[config.mk]
export PLATFORM = sky130hd
export DESIGN_NAME = tmb_timer
export DESIGN_NICKNAME = d
export VERILOG_FILES = /design/src/design/tmb_pkg.sv /design/src/design/tmb_timer.sv /design/src/design/tmb_prescaler.sv
export SDC_FILE = /design/constraint.sdc
export NUM_CORES = 1
export LEC_CHECK = 0
export BUFFER_PORTS_ARGS = -buffer_cell sky130_fd_sc_hd__buf_2
export CORE_ASPECT_RATIO = 1.1
export CORE_MARGIN = 2
export CORE_UTILIZATION = 63
export CTS_BUF_LIST = sky130_fd_sc_hd__clkbuf_2 sky130_fd_sc_hd__clkbuf_4 sky130_fd_sc_hd__clkbuf_8
export DETAILED_ROUTE_END_ITERATION = 7
export PLACE_DENSITY = 0.84
export RECOVER_POWER = 25
export SYNTH_ARGS = -nofsm -noshare
export SYNTH_HDL_FRONTEND = slang
export SYNTH_SLANG_ARGS = --single-unit
export TNS_END_PERCENT = 20
[constraint.sdc]
create_clock -name clock -period 6.26 [get_ports clock]
set_input_delay 0.626 -clock clock [delete_from_list [all_inputs] [get_ports clock]]
set_output_delay 0.626 -clock clock [all_outputs]
set_load 0.005 [all_outputs]
[src/design/tmb_pkg.sv]
package tmb_pkg;
    // Register indices; byte address is four times the index
    localparam logic [5:0] IDX_CONTROL = 6'h0a;
    localparam logic [5:0] IDX_VALUE = 6'h0b;
    localparam logic [5:0] IDX_RELOAD = 6'h0c;
    localparam logic [5:0] IDX_IRQ_STATUS = 6'h10;
    localparam logic [5:0] IDX_IRQ_CLEAR = 6'h11;
    localparam logic [5:0] IDX_IRQ_ENABLE = 6'h12;
    localparam int ADDR_W = 8;

    // timer_control field positions
    localparam int CTL_CAPTURE_RELOAD = 0;
    localparam int CTL_INT_ENABLE = 1;
    localparam int CTL_RUN = 2;
    localparam int CTL_EXT_ENABLE = 3;
    localparam int CTL_COUNT_DOWN = 4;
    localparam int CTL_CLK_OUT = 5;
    localparam int CTL_EXT_FLAG = 6;
    localparam int CTL_OVF_FLAG = 7;
    localparam int CTL_PRESCALE_LSB = 8;
    localparam int CTL_RESET_MODE = 11;
    localparam int CTL_SET_MODE = 12;
    localparam int CTL_COUNTER_SEL = 15;
    // Bits 14:13 are reserved and never stored
    localparam logic [15:0] CTL_WRITE_MASK = 16'h9fff;
    localparam logic [15:0] CTL_RESET = 16'h0000;
    localparam logic [15:0] VALUE_RESET = 16'h0000;
    localparam logic [15:0] RELOAD_RESET = 16'h0000;

    // Interrupt status bits
    localparam int IRQ_OVERFLOW = 0;
    localparam int IRQ_EXTERNAL = 1;
    localparam int IRQ_BITS = 2;

    // Prescaler counter width covers the largest divide of 1024
    localparam int PRESCALE_W = 10;

    // AXI responses
    localparam logic [1:0] RESP_OKAY = 2'h0;
    localparam logic [1:0] RESP_SLVERR = 2'h2;

    // Mask of prescaler bits that must all be one for a tick
    function automatic logic [PRESCALE_W-1:0] prescale_mask(
        input logic [2:0] sel
    );
        unique case (sel)
            3'h1: prescale_mask = 10'h003;
            3'h2: prescale_mask = 10'h00f;
            3'h3: prescale_mask = 10'h03f;
            3'h4: prescale_mask = 10'h0ff;
            3'h5: prescale_mask = 10'h3ff;
            default: prescale_mask = 10'h000;
        endcase
    endfunction

    // Byte-lane merge of a 16-bit register
    function automatic logic [15:0] merge_lanes(
        input logic [15:0] old_value,
        input logic [31:0] new_value,
        input logic [3:0] strobe
    );
        merge_lanes[7:0] = strobe[0] ? new_value[7:0] : old_value[7:0];
        merge_lanes[15:8] = strobe[1] ? new_value[15:8] : old_value[15:8];
    endfunction
endpackage

[src/design/tmb_timer.sv]
`timescale 1ns/1ps
module tmb_timer
    import tmb_pkg::*;
(
    input wire logic clock,
    input wire logic rst,
    input wire logic [tmb_pkg::ADDR_W-1:0] s_axi_awaddr,
    input wire logic s_axi_awvalid,
    output logic s_axi_awready,
    input wire logic [31:0] s_axi_wdata,
    input wire logic [3:0] s_axi_wstrb,
    input wire logic s_axi_wvalid,
    output logic s_axi_wready,
    output logic [1:0] s_axi_bresp,
    output logic s_axi_bvalid,
    input wire logic s_axi_bready,
    input wire logic [tmb_pkg::ADDR_W-1:0] s_axi_araddr,
    input wire logic s_axi_arvalid,
    output logic s_axi_arready,
    output logic [31:0] s_axi_rdata,
    output logic [1:0] s_axi_rresp,
    output logic s_axi_rvalid,
    input wire logic s_axi_rready,
    input wire logic primary_timer_pin_in,
    output logic primary_timer_pin_out,
    output logic primary_timer_pin_oe,
    input wire logic secondary_timer_pin_in,
    output logic secondary_timer_pin_out,
    output logic secondary_timer_pin_oe,
    output logic irq
);
    import tmb_pkg::*;

    logic [15:0] timer_control;
    logic [15:0] timer_count_value;
    logic [15:0] reload_compare_value;
    logic [IRQ_BITS-1:0] timer_irq_status;
    logic [IRQ_BITS-1:0] timer_irq_enable;
    logic aw_got, w_got;
    logic [5:0] aw_index;
    logic [31:0] w_data;
    logic [3:0] w_strb;
    logic next_aw_got, next_w_got, next_bvalid, next_rvalid;
    logic do_write, ctl_wr, value_wr, reload_wr, clear_wr, enable_wr;
    logic [5:0] ar_index;
    logic pri_prev, sec_prev, pri_fall, sec_fall;
    logic presc_tick, tick, count_down, roll_up, roll_down, roll;
    logic ext_cfg, ext_set, ext_toggle, ext_reload, capture;
    logic ovf_event, ext_event;
    logic [15:0] ctl_merged, value_merged;

    assign aw_index = s_axi_awaddr[7:2];
    assign ar_index = s_axi_araddr[7:2];

    // Write channel bookkeeping; address and data taken in any order
    always_comb begin
        do_write = aw_got && w_got && !s_axi_bvalid;
        next_aw_got = (aw_got || (s_axi_awvalid && s_axi_awready))
            && !do_write;
        next_w_got = (w_got || (s_axi_wvalid && s_axi_wready))
            && !do_write;
        next_bvalid = do_write || (s_axi_bvalid && !s_axi_bready);
        next_rvalid = (s_axi_arvalid && s_axi_arready)
            || (s_axi_rvalid && !s_axi_rready);
    end

    // Each ready held low once its own half is taken or while a reply waits
    always_ff @(posedge clock) begin
        if (rst) begin
            aw_got <= 1'b0;
            w_got <= 1'b0;
            s_axi_awready <= 1'b0;
            s_axi_wready <= 1'b0;
            s_axi_bvalid <= 1'b0;
        end else begin
            aw_got <= next_aw_got;
            w_got <= next_w_got;
            s_axi_awready <= !next_aw_got && !next_bvalid;
            s_axi_wready <= !next_w_got && !next_bvalid;
            s_axi_bvalid <= next_bvalid;
        end
    end

    // Latched write payload
    logic [5:0] w_index;
    always_ff @(posedge clock) begin
        if (rst) begin
            w_index <= '0;
            w_data <= '0;
            w_strb <= '0;
            s_axi_bresp <= RESP_OKAY;
        end else begin
            if (s_axi_awvalid && s_axi_awready) begin
                w_index <= aw_index;
            end
            if (s_axi_wvalid && s_axi_wready) begin
                w_data <= s_axi_wdata;
                w_strb <= s_axi_wstrb;
            end
            if (do_write) begin
                s_axi_bresp <= (ctl_wr || value_wr || reload_wr
                    || clear_wr || enable_wr) ? RESP_OKAY : RESP_SLVERR;
            end
        end
    end

    // Write decode
    always_comb begin
        ctl_wr = do_write && (w_index == IDX_CONTROL);
        value_wr = do_write && (w_index == IDX_VALUE);
        reload_wr = do_write && (w_index == IDX_RELOAD);
        clear_wr = do_write && (w_index == IDX_IRQ_CLEAR);
        enable_wr = do_write && (w_index == IDX_IRQ_ENABLE);
        ctl_merged = merge_lanes(timer_control, w_data, w_strb);
        value_merged = merge_lanes(timer_count_value, w_data, w_strb);
    end

    // Read channel; one-cycle answer, unmapped gives SLVERR
    always_ff @(posedge clock) begin
        if (rst) begin
            s_axi_arready <= 1'b0;
            s_axi_rvalid <= 1'b0;
            s_axi_rdata <= '0;
            s_axi_rresp <= RESP_OKAY;
        end else begin
            s_axi_arready <= !next_rvalid;
            s_axi_rvalid <= next_rvalid;
            if (s_axi_arvalid && s_axi_arready) begin
                s_axi_rresp <= RESP_OKAY;
                unique case (ar_index)
                    IDX_CONTROL: s_axi_rdata <=
                        {16'h0000, timer_control & CTL_WRITE_MASK};
                    IDX_VALUE: s_axi_rdata <=
                        {16'h0000, timer_count_value};
                    IDX_RELOAD: s_axi_rdata <=
                        {16'h0000, reload_compare_value};
                    IDX_IRQ_STATUS: s_axi_rdata <=
                        {30'h0, timer_irq_status};
                    IDX_IRQ_ENABLE: s_axi_rdata <=
                        {30'h0, timer_irq_enable};
                    default: begin
                        s_axi_rdata <= '0;
                        s_axi_rresp <= RESP_SLVERR;
                    end
                endcase
            end
        end
    end

    // Pin history; inputs are synchronous to clock
    always_ff @(posedge clock) begin
        if (rst) begin
            pri_prev <= 1'b0;
            sec_prev <= 1'b0;
        end else begin
            pri_prev <= primary_timer_pin_in;
            sec_prev <= secondary_timer_pin_in;
        end
    end

    tmb_prescaler i_tmb_prescaler (
        .clock(clock),
        .rst(rst),
        .prescale_select(timer_control[CTL_PRESCALE_LSB +: 3]),
        .tick(presc_tick)
    );

    // Count source, direction and external-event decode
    always_comb begin
        pri_fall = pri_prev && !primary_timer_pin_in
            && !timer_control[CTL_CLK_OUT];
        sec_fall = sec_prev && !secondary_timer_pin_in;
        tick = timer_control[CTL_RUN] && (timer_control[CTL_COUNTER_SEL]
            ? pri_fall : presc_tick);
        count_down = timer_control[CTL_COUNT_DOWN]
            && !secondary_timer_pin_in;
        roll_up = tick && !count_down
            && (timer_count_value == reload_compare_value);
        roll_down = tick && count_down
            && (timer_count_value == 16'h0000);
        roll = roll_up || roll_down;
        ext_cfg = (timer_control[CTL_CAPTURE_RELOAD]
                && timer_control[CTL_EXT_ENABLE])
            || (!timer_control[CTL_CAPTURE_RELOAD]
                && !timer_control[CTL_COUNT_DOWN]
                && timer_control[CTL_EXT_ENABLE])
            || (timer_control[CTL_SET_MODE:CTL_RESET_MODE] != 2'h0);
        ext_set = sec_fall && ext_cfg;
        ext_toggle = roll && !timer_control[CTL_CAPTURE_RELOAD]
            && timer_control[CTL_COUNT_DOWN]
            && (timer_control[CTL_SET_MODE:CTL_RESET_MODE] == 2'h0);
        capture = sec_fall && timer_control[CTL_CAPTURE_RELOAD]
            && timer_control[CTL_EXT_ENABLE];
        // Waveform output suppresses the edge-triggered reload
        ext_reload = sec_fall && timer_control[CTL_RUN]
            && !timer_control[CTL_CAPTURE_RELOAD]
            && timer_control[CTL_EXT_ENABLE]
            && (timer_control[CTL_SET_MODE:CTL_RESET_MODE] == 2'h0);
        ovf_event = roll && !timer_control[CTL_CLK_OUT];
        ext_event = ext_set
            || (ctl_wr && w_strb[0] && w_data[CTL_EXT_FLAG]);
    end

    // Control register; hardware sets win over a software clear
    always_ff @(posedge clock) begin
        if (rst) begin
            timer_control <= CTL_RESET;
        end else begin
            if (ctl_wr) begin
                timer_control <= ctl_merged & CTL_WRITE_MASK;
            end
            if (ext_set) begin
                timer_control[CTL_EXT_FLAG] <= 1'b1;
            end else if (ext_toggle && !ctl_wr) begin
                timer_control[CTL_EXT_FLAG] <=
                    !timer_control[CTL_EXT_FLAG];
            end
            if (roll) begin
                timer_control[CTL_OVF_FLAG] <= 1'b1;
            end
        end
    end

    // Counter; a software load overrides the step of that cycle
    always_ff @(posedge clock) begin
        if (rst) begin
            timer_count_value <= VALUE_RESET;
        end else if (value_wr) begin
            timer_count_value <= value_merged;
        end else if (ext_reload || roll_up) begin
            timer_count_value <= 16'h0000;
        end else if (roll_down) begin
            timer_count_value <= reload_compare_value;
        end else if (tick) begin
            timer_count_value <= count_down
                ? timer_count_value - 16'h0001
                : timer_count_value + 16'h0001;
        end
    end

    // Reload/compare register, also the capture target
    always_ff @(posedge clock) begin
        if (rst) begin
            reload_compare_value <= RELOAD_RESET;
        end else if (capture) begin
            reload_compare_value <= timer_count_value;
        end else if (reload_wr) begin
            reload_compare_value <=
                merge_lanes(reload_compare_value, w_data, w_strb);
        end
    end

    // Sticky status; set wins over the write-one clear
    always_ff @(posedge clock) begin
        if (rst) begin
            timer_irq_status <= '0;
            timer_irq_enable <= '0;
            irq <= 1'b0;
        end else begin
            timer_irq_status <= (timer_irq_status
                & ~((clear_wr && w_strb[0]) ? w_data[IRQ_BITS-1:0]
                    : {IRQ_BITS{1'b0}}))
                | ({IRQ_BITS{timer_control[CTL_INT_ENABLE]}}
                    & {ext_event && !ext_toggle, ovf_event});
            if (enable_wr && w_strb[0]) begin
                timer_irq_enable <= w_data[IRQ_BITS-1:0];
            end
            irq <= |(timer_irq_status & timer_irq_enable);
        end
    end

    // Pin drivers: clock output on primary, waveform on secondary
    always_ff @(posedge clock) begin
        if (rst) begin
            primary_timer_pin_out <= 1'b0;
            primary_timer_pin_oe <= 1'b0;
            secondary_timer_pin_out <= 1'b0;
            secondary_timer_pin_oe <= 1'b0;
        end else begin
            primary_timer_pin_oe <= timer_control[CTL_CLK_OUT]
                && !timer_control[CTL_COUNTER_SEL];
            if (!timer_control[CTL_CLK_OUT]) begin
                primary_timer_pin_out <= 1'b0;
            end else if (roll) begin
                primary_timer_pin_out <= !primary_timer_pin_out;
            end
            secondary_timer_pin_oe <=
                timer_control[CTL_SET_MODE:CTL_RESET_MODE] != 2'h0;
            if (ctl_wr) begin
                secondary_timer_pin_out <= ctl_merged[CTL_SET_MODE];
            end else if (roll) begin
                secondary_timer_pin_out <= !secondary_timer_pin_out;
            end
        end
    end

    property p_clkout_no_irq;
        @(posedge clock) disable iff (rst)
        $rose(timer_irq_status[IRQ_OVERFLOW])
            |-> !$past(timer_control[CTL_CLK_OUT]);
    endproperty
    a_clkout_no_irq: assert property (p_clkout_no_irq)
        else $error("overflow interrupt raised in clock output mode");

    property p_ext_edge_set;
        @(posedge clock) disable iff (rst)
        ext_cfg && sec_prev && !secondary_timer_pin_in
            |=> timer_control[CTL_EXT_FLAG];
    endproperty
    a_ext_edge_set: assert property (p_ext_edge_set)
        else $error("falling edge did not set trigger flag");

    property p_ext_set_stopped;
        @(posedge clock) disable iff (rst)
        !timer_control[CTL_RUN] && ext_cfg && sec_fall
            |=> timer_control[CTL_EXT_FLAG];
    endproperty
    a_ext_set_stopped: assert property (p_ext_set_stopped)
        else $error("trigger flag missed while stopped");

    property p_ext_toggle;
        @(posedge clock) disable iff (rst)
        ext_toggle && !ext_set && !ctl_wr
            |=> timer_control[CTL_EXT_FLAG]
                != $past(timer_control[CTL_EXT_FLAG]);
    endproperty
    a_ext_toggle: assert property (p_ext_toggle)
        else $error("trigger flag did not toggle on rollover");

    property p_irq_follows;
        @(posedge clock) disable iff (rst)
        (timer_irq_status & timer_irq_enable) != '0 |=> irq;
    endproperty
    a_irq_follows: assert property (p_irq_follows)
        else $error("interrupt not raised for enabled status");

    property p_ovf_set;
        @(posedge clock) disable iff (rst)
        roll_up || roll_down |=> timer_control[CTL_OVF_FLAG];
    endproperty
    a_ovf_set: assert property (p_ovf_set)
        else $error("overflow flag not set on rollover");

    property p_reserved_zero;
        @(posedge clock) disable iff (rst)
        s_axi_arvalid && s_axi_arready && ar_index == IDX_CONTROL
            |=> s_axi_rvalid && s_axi_rdata[14:13] == 2'h0;
    endproperty
    a_reserved_zero: assert property (p_reserved_zero)
        else $error("reserved control bits read nonzero");

    property p_stop_holds;
        @(posedge clock) disable iff (rst)
        !timer_control[CTL_RUN] && !value_wr
            |=> $stable(timer_count_value);
    endproperty
    a_stop_holds: assert property (p_stop_holds)
        else $error("count moved while stopped");

    property p_value_load;
        @(posedge clock) disable iff (rst)
        value_wr && w_strb[1:0] == 2'h3
            |=> timer_count_value == $past(w_data[15:0]);
    endproperty
    a_value_load: assert property (p_value_load)
        else $error("value write not applied next cycle");
endmodule // tmb_timer

[src/design/tmb_prescaler.sv]
`timescale 1ns/1ps
module tmb_prescaler
    import tmb_pkg::*;
(
    input wire logic clock,
    input wire logic rst,
    input wire logic [2:0] prescale_select,
    output logic tick
);
    import tmb_pkg::*;

    logic [PRESCALE_W-1:0] div_count;

    // Free-running divider; changing the select while running gives
    // an irregular first period, which software is told to avoid
    always_ff @(posedge clock) begin
        if (rst) begin
            div_count <= '0;
        end else begin
            div_count <= div_count + 10'h001;
        end
    end

    // One-cycle tick when the selected low bits are all ones
    always_ff @(posedge clock) begin
        if (rst) begin
            tick <= 1'b0;
        end else begin
            tick <= (div_count & prescale_mask(prescale_select))
                == prescale_mask(prescale_select);
        end
    end
endmodule // tmb_prescaler

==> impl_results.md, run 1 <==
- Clk_lat worst skew: 0.44 ns
- Layout net count: 916
- Int Power: 1170 uW
- Synthesized area per cell: 7.71 um2
- Unrepaired setup endpoints after global routing: no
- Fin util: between 70% and 80%
- CTS Buf Count: 17
- Worst-margin pin slew: ~1.1 ns
- Hold Crit Endpoint: w_strb[1]
- Status: completed
- DRT iter0 DRCs: 720
- CP arrival: between 3 and 4 ns
- GPL Wtd Cong: 0.960
- R2r endpoint: timer_count_value[14]
- PostCTS Resize Cnt: 0
- Setup bufs post-CTS: 0
- CP max-delay cell: nand2b_1
- H-tree lvl count: 4
- Most used DFF post-synth: dfxtp_1
- Yosys top cell by area: dfxtp_1
- Yosys warnings: 0
- Antenna cells: 0
- IO buf count: 66
- Max_slew headroom: 24.8%
- MaxCap Viol Count: 0
- #FFs+latches synth: 117
- Post-synth ARST share: 0%
- R2r setup slk: 3.03 ns
- Setup WS pre-CTS: 2.59 ns
- Sw Ratio: 25.0%
- First drt pass iteration count: 8
- Register area share after synthesis: between 30% and 40%
- Fin cells: ~990
- Min cycle time layout: between 3 and 4 ns
- Fmax: 303 MHz
- Worst setup path class: input pin to flop
- Setup slack after layout: ~3.0 ns
- LEAKAGE: ~0.0026 uW
- Ranking of synthesized cells by area: dfxtp_1 (37%), nand2_1 (6.9%), nor2_1 (6.3%)
- Clock root cell: clkbuf_8
- Cells after Synth: 826
- Synth cell types: 67
- Most frequent CP cell: a21o_1
- Area Growth Syn to Fin: 9.07%
- Die area: between 10000 and 15000 um2
- WHS Path Cells: 3
- Post-DP HPWL: 13600 um
- Reg2Reg Depth: 10
- Share of the synthesized area in the top cell type: 36.8%
- Clock Pin Slew Worst Setup and Hold Paths: about 0.07 ns
- Power Dens Cells: 225 nW/um2
- Post-synth EDFFs: 0
- Chip width: 99.9 um
- Core area: 9840 um2
- Final worst-path cycle share: 52.7%
- Post-synth top cells: dfxtp_1 (117), nand2_1 (117), nor2_1 (107)
- Largest net degree at the start of global routing: around 110
- Placement Rows: 38
- CTS tree: built
- Antenna-violating nets left: 0
- CP endpoint kind: flop
- Residual DRC: 0
- WL/cell: approximately 20 um
- Worst r2r src: timer_control[4]
- Reg power frac: 50.5%
- Clock sinks: between 100 and 150
- First-pass GRT wire length: 30400 um
- Final hold violations: 0
- Power share of the clock group: 43.8%
- Setup-failing EPs final: 0
- Post-Synthesis Cell Area: 6370 um2
- Vias in the first global route: 5874
- CP Max Fanout: 18
- Initial antenna violation count: 0
- Via count: 6350
- Dpl cells: between 900 and 1000
- Layout cells sized above 1: 15.1%
- Cts hold-fix bufs: 0
- Hold WC Path Type: input pin to flop
- Total GRT Usage: a little over a third
- CP max stage delay: 0.61 ns
- Worst setup SP type: input pin
- Final WL: roughly 19000 um
- Io pins: approximately 110
- Max-slew violations: 0
- Grt ovf: 0
- Setup Skew: 0.0108 ns
- Vias per inst: ~6.4
- Worst-path cell chain: buf_2 -> nand2b_1 -> inv_2 -> ha_1 -> inv_1 -> a21o_1 -> a21o_1 -> a221oi_1 -> xor2_1 -> o21ai_1 -> a41o_1
- Max Buffers Root-to-Sink: 2
- CP required: between 6 and 7 ns
- Die Y: 109 um
- Switching pwr: 391 uW
- Worst VDD drop: between 0.2 and 0.25 mV
- Initial Utilization: 64.7%
- Comb power frac: under 10%
- Post-Route Setup TNS: 0 ns
- Hold_sp: s_axi_wstrb[1]
per-stage QoR:
step                hold slack [ns]  area (um2)  power [uW]
floorplan                     0.430        6440         862
global placement              0.443        6560         889
detailed placement            0.461        6560         894
CTS                           0.411        6950        1560
global route                  0.408        6950        1610
finish                        0.421        6950        1560
final cells by class:
class | count | area (um2)
clock buffer | 20 | 263
clock inverter | 12 | 130
fill | 853 | 2890
inverter | 4 | 15.0
multi-input combinational | 642 | 3690
sequential | 117 | 2340
tap | 120 | 150
timing repair buffer | 70 | 360
per-layer routing:
metal	part of all wire (%)	global-route usage (%)
met4	5.4	19.2
met5	0	0
met3	10	7.69
met1	38	46.5
met2	46	56.8
how the worst max path moves through the flow:
stage	from	end	slack (ns)	depth (start not counted)
final	secondary_timer_pin_in	timer_count_value[14]	2.96	11
after global routing	secondary_timer_pin_in	timer_count_value[14]	2.80	11
after CTS	secondary_timer_pin_in	timer_count_value[14]	3.02	11
after detailed placement	secondary_timer_pin_in	timer_count_value[14]	2.59	11
after global placement	secondary_timer_pin_in	timer_count_value[14]	2.70	11
after floorplan	secondary_timer_pin_in	timer_count_value[14]	3.35	13
sequential cells by signal, indices dropped and copies added (netlist names), 6 cells and up:
signal,flops
timer_control,14
i_tmb_prescaler.div_count,10
timer_count_value,16
w_data,16
reload_compare_value,16
s_axi_rdata,16
w_index,6
layout by cell type (no fill, tap or decap), drive strengths merged, types with 3 or more instances in the layout:
cell type,n
dfxtp,117
and3,3
nor3,22
xnor2,19
inv,5
o21ai,33
clkinv,7
nand3,56
a311oi,17
conb,18
nor3b,4
nand4,14
o211ai,3
nor2b,8
a21oi,56
mux2i,8
buf,70
o22ai,3
clkbuf,20
a211oi,19
nor4,9
xor2,23
nand2b,3
or4,4
a221oi,14
a31oi,7
a22oi,13
and2,4
mux2,15
ha,3
nor4b,3
nand4b,3
nor2,108
or3,8
nand2,117
or2,3
a32oi,3
cells by family after synthesis:
logic type,after synthesis,synth area share [%]
muxes,23,3.97
DFF,117,36.8
and+or+nand+nor,375,27.8
AOI/OAI and AO/OA,181,18.7
xor gates and xnor gates,42,5.77
buffers and inverters,84,6.34
adders and majority gates,3,0.589
other,1,0.0588
power groups by stage:
stage | clock (uW) | combinational [uW] | sequential (uW)
final | 685 | 89.2 | 790
after global routing | 717 | 101 | 791
after CTS | 686 | 88.7 | 789
after detailed placement | 0 | 88.5 | 805
after global placement | 0 | 85.2 | 804
after floorplan | 0 | 67.4 | 795
worst max-delay path, delay by kind of cell:
kind / cells / cell delay, ns
compound gates: 5 / 1.22
xor+xnor: 1 / 0.19
fa+ha+maj: 1 / 0.42
buf+inv: 3 / 0.56
simple gates: 1 / 0.61
Power figures use the tool's default switching activity.
==> run 2, diff against run 1 <==
--- a/config.mk
+++ b/config.mk
@@ -5,13 +5,14 @@
 export SDC_FILE = /design/constraint.sdc
 export NUM_CORES = 1
 export LEC_CHECK = 0
+export ABC_AREA = 1
 export BUFFER_PORTS_ARGS = -buffer_cell sky130_fd_sc_hd__buf_2
 export CORE_ASPECT_RATIO = 1.1
 export CORE_MARGIN = 2
-export CORE_UTILIZATION = 63
+export CORE_UTILIZATION = 59
 export CTS_BUF_LIST = sky130_fd_sc_hd__clkbuf_2 sky130_fd_sc_hd__clkbuf_4 sky130_fd_sc_hd__clkbuf_8
 export DETAILED_ROUTE_END_ITERATION = 7
-export PLACE_DENSITY = 0.84
+export PLACE_DENSITY = 0.79
 export RECOVER_POWER = 25
 export SYNTH_ARGS = -nofsm -noshare
 export SYNTH_HDL_FRONTEND = slang
==> constraint.sdc (replaced) <==
create_clock -name clock -period 3.4 [get_ports clock]
set_input_delay 0.34 -clock clock [delete_from_list [all_inputs] [get_ports clock]]
set_output_delay 0.34 -clock clock [all_outputs]
set_load 0.005 [all_outputs]
==> run 2 against run 1 <==
Via count is 6.0% higher. Power is 76% higher. Non-clock buffer count is 3 higher. Critical path depth is 2 higher. Critical path type is now flop to flop. Critical endpoint is now timer_count_value[1].
==> impl_results.md, run 2 <==
- Placed Area: 6930 um2 (+5.6%)
- Die area: 12100 um2 (+10%)
- Antenna cells: 0 (unchanged)
- H-tree lvl count: 4 (unchanged)
- Post-Route Setup TNS: 0 ns (unchanged)
- Unrepaired setup endpoints after global routing: no
- Layout cells sized above 1: 13.3% (-1.8 points)
- CP Max Fanout: 16 (-2)
- Vias per inst: 5.52 (-14%)
- Layout net count: 1127 (+23%)
- Clock sinks: 117 (unchanged)
- Die Y: 115 um (+5.0%)
- First-pass GRT wire length: 30700 um (+0.95%)
- Final worst-path cycle share: 67.5%
- Worst-margin pin slew: 1.48 ns (+0.355 ns)
- Cells after Synth: 1010 (+22%)
- Area Growth Syn to Fin: 9.96%
- Post-synth ARST share: 0% (unchanged)
- Most common cell in the netlist: nand2_1
- Synthesized area per cell: 6.54 um2 (-15%)
- Ranking of synthesized cells by area: dfxtp_1 (35%), nand2_1 (13%), a21oi_1 (7.5%)
- CP required: 3.75 ns (-2.83 ns)
- Worst VDD drop: 0.336 mV (+67%)
- Min cycle time layout: between 2 and 2.5 ns
- Setup bufs post-CTS: 0 (unchanged)
- Most frequent cells in the layout: nand2_1 (238), dfxtp_1 (117), inv_1 (112)
- GPL Wtd Cong: 0.984 (+2.5%)
- Max_slew headroom: 1.10% (-24 points)
- Status: completed
- Residual DRC: 0 (unchanged)
- Hold WC Path Type: input pin to flop
- Most common cell after layout, fill and taps aside: nand2_1
- Setup Skew: 0.0101 ns (-0.000643 ns)
- Synth cell types: 49 (-27%)
- Grt ovf: 0 (unchanged)
- Vias in the first global route: 6160 (+4.9%)
- CP delay by family, top: simple AND/OR/NAND/NOR gates
- PostCTS Resize Cnt: 0 (unchanged)
- Clock root cell: clkbuf_8
- Worst setup path class: flop to flop
- Share of the synthesized area in the top cell type: 35.4% (-1.3 points)
- First drt pass iteration count: 6 (-2)
- Largest net degree at the start of global routing: 85 (-19%)
- Core area: 10900 um2 (+11%)
- Total GRT Usage: 32.6% (-3.5 points)
- Fin util: 66.6% (-4.0 points)
- Cts hold-fix bufs: 0 (unchanged)
- Worst setup SP type: flop
- Initial Utilization: 60.6% (-4.2 points)
- DRT iter0 DRCs: 605 (-16%)
- Final hold violations: 0 (unchanged)
- Power Dens Cells: 379 nW/um2 (+68%)
- CP Buf/Inv Count: 2 (-1)
- IO buf count: 66 (unchanged)
- Antenna-violating nets left: 0 (unchanged)
- Io pins: 107 (unchanged)
- Post-Synthesis Cell Area: 6610 um2 (+3.7%)
- CP max stage delay: 0.49 ns (-0.12 ns)
- Post-DP HPWL: 13900 um (+2.2%)
- Initial antenna violation count: 0 (unchanged)
- Worst-path cell chain: inv_1 -> nand2_1 -> nand2_1 -> nor2_1 -> nand3_1 -> nor2_1 -> nand3_2 -> nand2_1 -> inv_1 -> nand2_1 -> o21ai_0 -> nor2_1 -> nor2_1
- Max-slew violations: 0 (unchanged)
- Post-synth EDFFs: 0 (unchanged)
- Setup-failing EPs final: 0 (unchanged)
- CP max-delay cell: nand2_1
- CTS tree: built
- Clk_lat worst skew: 0.45 ns (about the same)
- Final WL: 18900 um (-1.9%)
- Most used DFF post-synth: dfxtp_1
- Design area: 7270 um2 (+4.6%)
- Placement Rows: 40 (+5.3%)
- #FFs+latches synth: 117 (unchanged)
- Yosys warnings: 0 (unchanged)
- MaxCap Viol Count: 0 (unchanged)
- CP endpoint kind: flop
- WL/cell: 15.5 um (-21%)
- Clock Pin Slew Worst Setup and Hold Paths: 0.07 ns (about the same)
- Chip width: 105 um (+5.0%)
- CP arrival: 2.64 ns (-0.98 ns)
- Via count: 6732 (+6.0%)
- LEAKAGE: 0.00321 uW (+22%)
- Register area share after synthesis: 35.4% (-1.3 points)
- Post-synth top cells: nand2_1 (237), dfxtp_1 (117), inv_1 (113)
- Fmax: 436 MHz
- Max Buffers Root-to-Sink: 2 (unchanged)
- Yosys top cell by area: dfxtp_1
- CTS Buf Count: 17 (unchanged)
run 2: changes by cell type after synthesis, moves of 15 or more:
cell,delta
nand3_1,-15
a211oi_1,-17
a21oi_1,+44
o21ai_0,+71
xor2_1,-16
nand2_1,+120
inv_1,+110
clkbuf_1,-20
a311oi_1,-17
run 2: area by class of cell:
type / count / area (um2)
Inverter: 121 / 454
Tap cell: 147 / 184
Clock inverter: 3 / 20.0
Sequential cell: 117 / 2340
Timing Repair Buffer: 73 / 384
Fill cell: 1085 / 3640
Multi-Input combinational cell: 733 / 3550
Clock buffer: 26 / 333
run 2: cells by family (layout without fill, tap and decap cells):
kind of cell / after synthesis / after routing / synth area share [%]
AND/OR/NAND/NOR: 447 / 447 / 29.3
AO/OA/AOI/OAI: 253 / 253 / 21.2
buffers and inverters: 177 / 223 / 11.8
flip-flops: 117 / 117 / 35.4
XOR/XNOR: 12 / 12 / 1.59
adder cells (fa/ha/maj): 3 / 3 / 0.568
other: 1 / 18 / 0.0567
run 2: metal layers:
metal | up-vias | track usage [%] | routed length (um)
met5 | - | 0 | 0
met4 | 0 | 18.5 | 934
met3 | 59 | 7.65 | 1610
met2 | 292 | 52.2 | 8600
met1 | 3007 | 40.5 | 7790
li1 | 3374 | - | -
run 2: final timing paths:
kind	startpoint	end	slack, ns	cells after the start
max	timer_count_value[3]	timer_count_value[1]	1.10	13
min	primary_timer_pin_in	pri_prev	0.12	3
max reg2reg	timer_count_value[3]	timer_count_value[1]	1.10	13
min reg2reg	w_got	s_axi_wready	0.42	1
run 2: where the power goes:
part	leakage (uW)	switching [uW]	internal (uW)
clock network	0.000181	532	620
registers	0.000950	26.5	1410
logic	0.00208	112	56.7
total	0.00321	671	2080
run 2: worst register-to-register path, cell delays in order (launching register included):
cell and delay (ns):
dfxtp_1 0.42, inv_1 0.16, nand2_1 0.10, nand2_1 0.05, nor2_1 0.15, nand3_1 0.09
nor2_1 0.18, nand3_2 0.16, nand2_1 0.49, inv_1 0.08, nand2_1 0.08, o21ai_0 0.08
nor2_1 0.10, nor2_1 0.05
run 2: stage by stage:
stage	worst slack (ns)	instances	hold slack [ns]	total power, uW
6_report	1.10	1220	0.119	2750
3_3_place_gp	1.13	1191	0.418	1630
5_1_grt	0.876	1220	0.123	2850
2_1_floorplan	1.63	1027	0.399	1580
4_1_cts	1.16	1220	0.109	2760
3_5_place_dp	1.14	1191	0.419	1630
==> run 3, diff against run 2 <==
==> constraint.sdc (replaced) <==
create_clock -name clock -period 2.25 [get_ports clock]
set_input_delay 0.225 -clock clock [delete_from_list [all_inputs] [get_ports clock]]
set_output_delay 0.225 -clock clock [all_outputs]
set_load 0.005 [all_outputs]
==> run 3 against run 2 <==
The run now ends with capacitance limit, slew limit left. Design area up 2.4%. Clock skew up 0.0055 ns. Utilization up 1.6 points. First-iteration DRC count up 24%. Count of clock-buffer cells in the layout down 2. Worst setup slack worse by 0.92 ns. Die area unchanged. Critical endpoint is now timer_count_value[4]. Largest cell class unchanged.
==> impl_results.md, run 3 (synthesis gave the netlist of run 2 again) <==
- Status: finished, violations left
- Failing checks: capacitance limit, slew limit
- WL/cell: 15.4 um (-0.80%)
- Most frequent cells in the layout: nand2_1 (237), dfxtp_1 (116), inv_1 (112)
- CP endpoint kind: flop
- Post-Route Setup TNS: 0 ns (unchanged)
- Setup Skew: 0.0157 ns (+0.00555 ns)
- GPL Wtd Cong: 1.00 (+1.6%)
- Layout net count: 1145 (+1.6%)
- CP max stage delay: 0.53 ns (+0.04 ns)
- Setup-failing EPs final: 0 (unchanged)
- Clock root cell: clkbuf_8
- Max-slew violations: 33 (+33)
- Final WL: 19100 um (+0.90%)
- Design area: 7440 um2 (+2.4%)
- H-tree lvl count: 4 (unchanged)
- First-pass GRT wire length: 30800 um (+0.34%)
- Post-DP HPWL: 14300 um (+2.9%)
- Largest net degree at the start of global routing: 49 (-42%)
- Antenna-violating nets left: 0 (unchanged)
- Clk_lat worst skew: 0.45 ns (about the same)
- CP Max Fanout: 16 (unchanged)
- Hold WC Path Type: input pin to flop
- Max_slew headroom: -1.63% (-2.7 points)
- Worst setup SP type: input pin
- Vias per inst: 5.54 (+0.47%)
- CP Buf/Inv Count: 4 (+2)
- Top layer in use: met4
- Total GRT Usage: 32.4% (-0.13 points)
- Power Dens Cells: 579 nW/um2 (+53%)
- Layout cells sized above 1: 15.2% (+1.8 points)
- Via count: 6880 (+2.2%)
- CP delay by family, top: buffers and inverters
- Final worst-path cycle share: 91.7%
- Initial antenna violation count: 0 (unchanged)
- Die area: 12100 um2 (unchanged)
- First drt pass iteration count: 6 (unchanged)
- Chip width: 105 um (unchanged)
- MaxCap Viol Count: 1 (+1)
- Io pins: 107 (unchanged)
- IO buf count: 66 (unchanged)
- Fmax: 485 MHz
- Wire length on met2: 8990 um (+4.5%)
- Placed Area: 7060 um2 (+1.8%)
- Setup WS pre-CTS: 0.264 ns (-0.873 ns)
- CP arrival: 2.41 ns (-0.23 ns)
- M1 wire length: 7660 um (-1.6%)
- Residual DRC: 0 (unchanged)
- WHS: 0.0306 ns (-0.0885 ns)
- Clock Pin Slew Worst Setup and Hold Paths: 0.08 ns (about the same)
- CP required: 2.59 ns (-1.16 ns)
- Vias in the first global route: 6205 (+0.73%)
- Grt ovf: 0 (unchanged)
- Worst VDD drop: 0.556 mV (+65%)
- CTS Buf Count: 17 (unchanged)
- CP max-delay cell: dlygate4sd3_1
- Worst setup path class: input pin to flop
- Met3 wire length: 1730 um (+7.6%)
- Antenna cells: 0 (unchanged)
- Final hold violations: 0 (unchanged)
- Min cycle time layout: between 2 and 2.5 ns
- Worst-margin pin slew: 1.52 ns (+0.0410 ns)
- Area Growth Syn to Fin: 12.6%
- Clock sinks: 117 (unchanged)
- Most common cell after layout, fill and taps aside: nand2_1
- Worst-path cell chain: dlygate4sd3_1 -> buf_2 -> inv_1 -> nand3_1 -> a21oi_1 -> inv_2 -> nor2_1 -> nand3_2 -> nand3_2 -> nand2_2 -> a21oi_1 -> a21oi_1
- LEAKAGE: 0.00332 uW (+3.5%)
- Most frequent CP cell: a21oi_1
- DRT iter0 DRCs: 748 (+24%)
- CTS tree: built
- Unrepaired setup endpoints after global routing: no
- Die Y: 115 um (unchanged)
- Initial Utilization: 60.6% (unchanged)
- Core area: 10900 um2 (unchanged)
- Placement Rows: 40 (unchanged)
- Overall power: 4310 uW (+56%)
- Max Buffers Root-to-Sink: 2 (unchanged)
- Setup slack after layout: 0.187 ns (-0.918 ns)
run 3: worst paths after layout:
| check | startpoint | to | slack [ns] | cells past startpoint |
|---|---|---|---|---|
| setup reg to reg | timer_count_value[3] | timer_count_value[4] | 0.21 | 11 |
| hold / removal | s_axi_wdata[6] | w_data[6] | 0.03 | 3 |
| hold reg to reg | w_got | s_axi_wready | 0.42 | 1 |
| setup / recovery | primary_timer_pin_in | timer_count_value[4] | 0.19 | 12 |
run 3: per-stage QoR:
step	util, %	std cells
CTS	68.3	1241
global placement	64.7	1208
global route	68.2	1241
detailed placement	64.7	1208
floorplan	-	1027
finish	68.2	1241
run 3: power by group:
group          total [uW]  leakage (uW)  switching (uW)  internal, uW
clock                1890      0.000199             866          1020
sequential           2170      0.000950            39.7          2130
combinational         258       0.00217             170          88.5
total                4310       0.00332            1080          3230
run 3: area by class of cell:
cell class / instances / area, um2
fillers: 1048 / 3470
inverters: 121 / 454
repair buffers: 91 / 523
clock buffers: 24 / 312
clock inverters: 8 / 73.8
multi-input cells: 733 / 3550
well taps: 147 / 184
flip-flops and latches: 117 / 2340
run 3: tightest hold or removal path, delay by kind of cell:
kind | cells | cell delay (ns)
AO/OA/AOI/OAI | 1 | 0.07
buffers and inverters | 1 | 0.07
AND/OR/NAND/NOR | 1 | 0.08
run 3: timing repair:
action / 4_1_cts / 5_1_grt
hold buffers: 1 / 0
endpoints found under the setup margin: 0 / 1
setup buffers: 0 / 0
resized for setup: 0 / 1
hold endpoints to repair: 1 / 0
run 3: per-layer routing:
layer / GRT usage (%) / vias up
met3: 7.88 / 50
met5: 0 / -
met1: 40.7 / 3073
met4: 14.6 / 0
met2: 53.3 / 344
li1: - / 3413
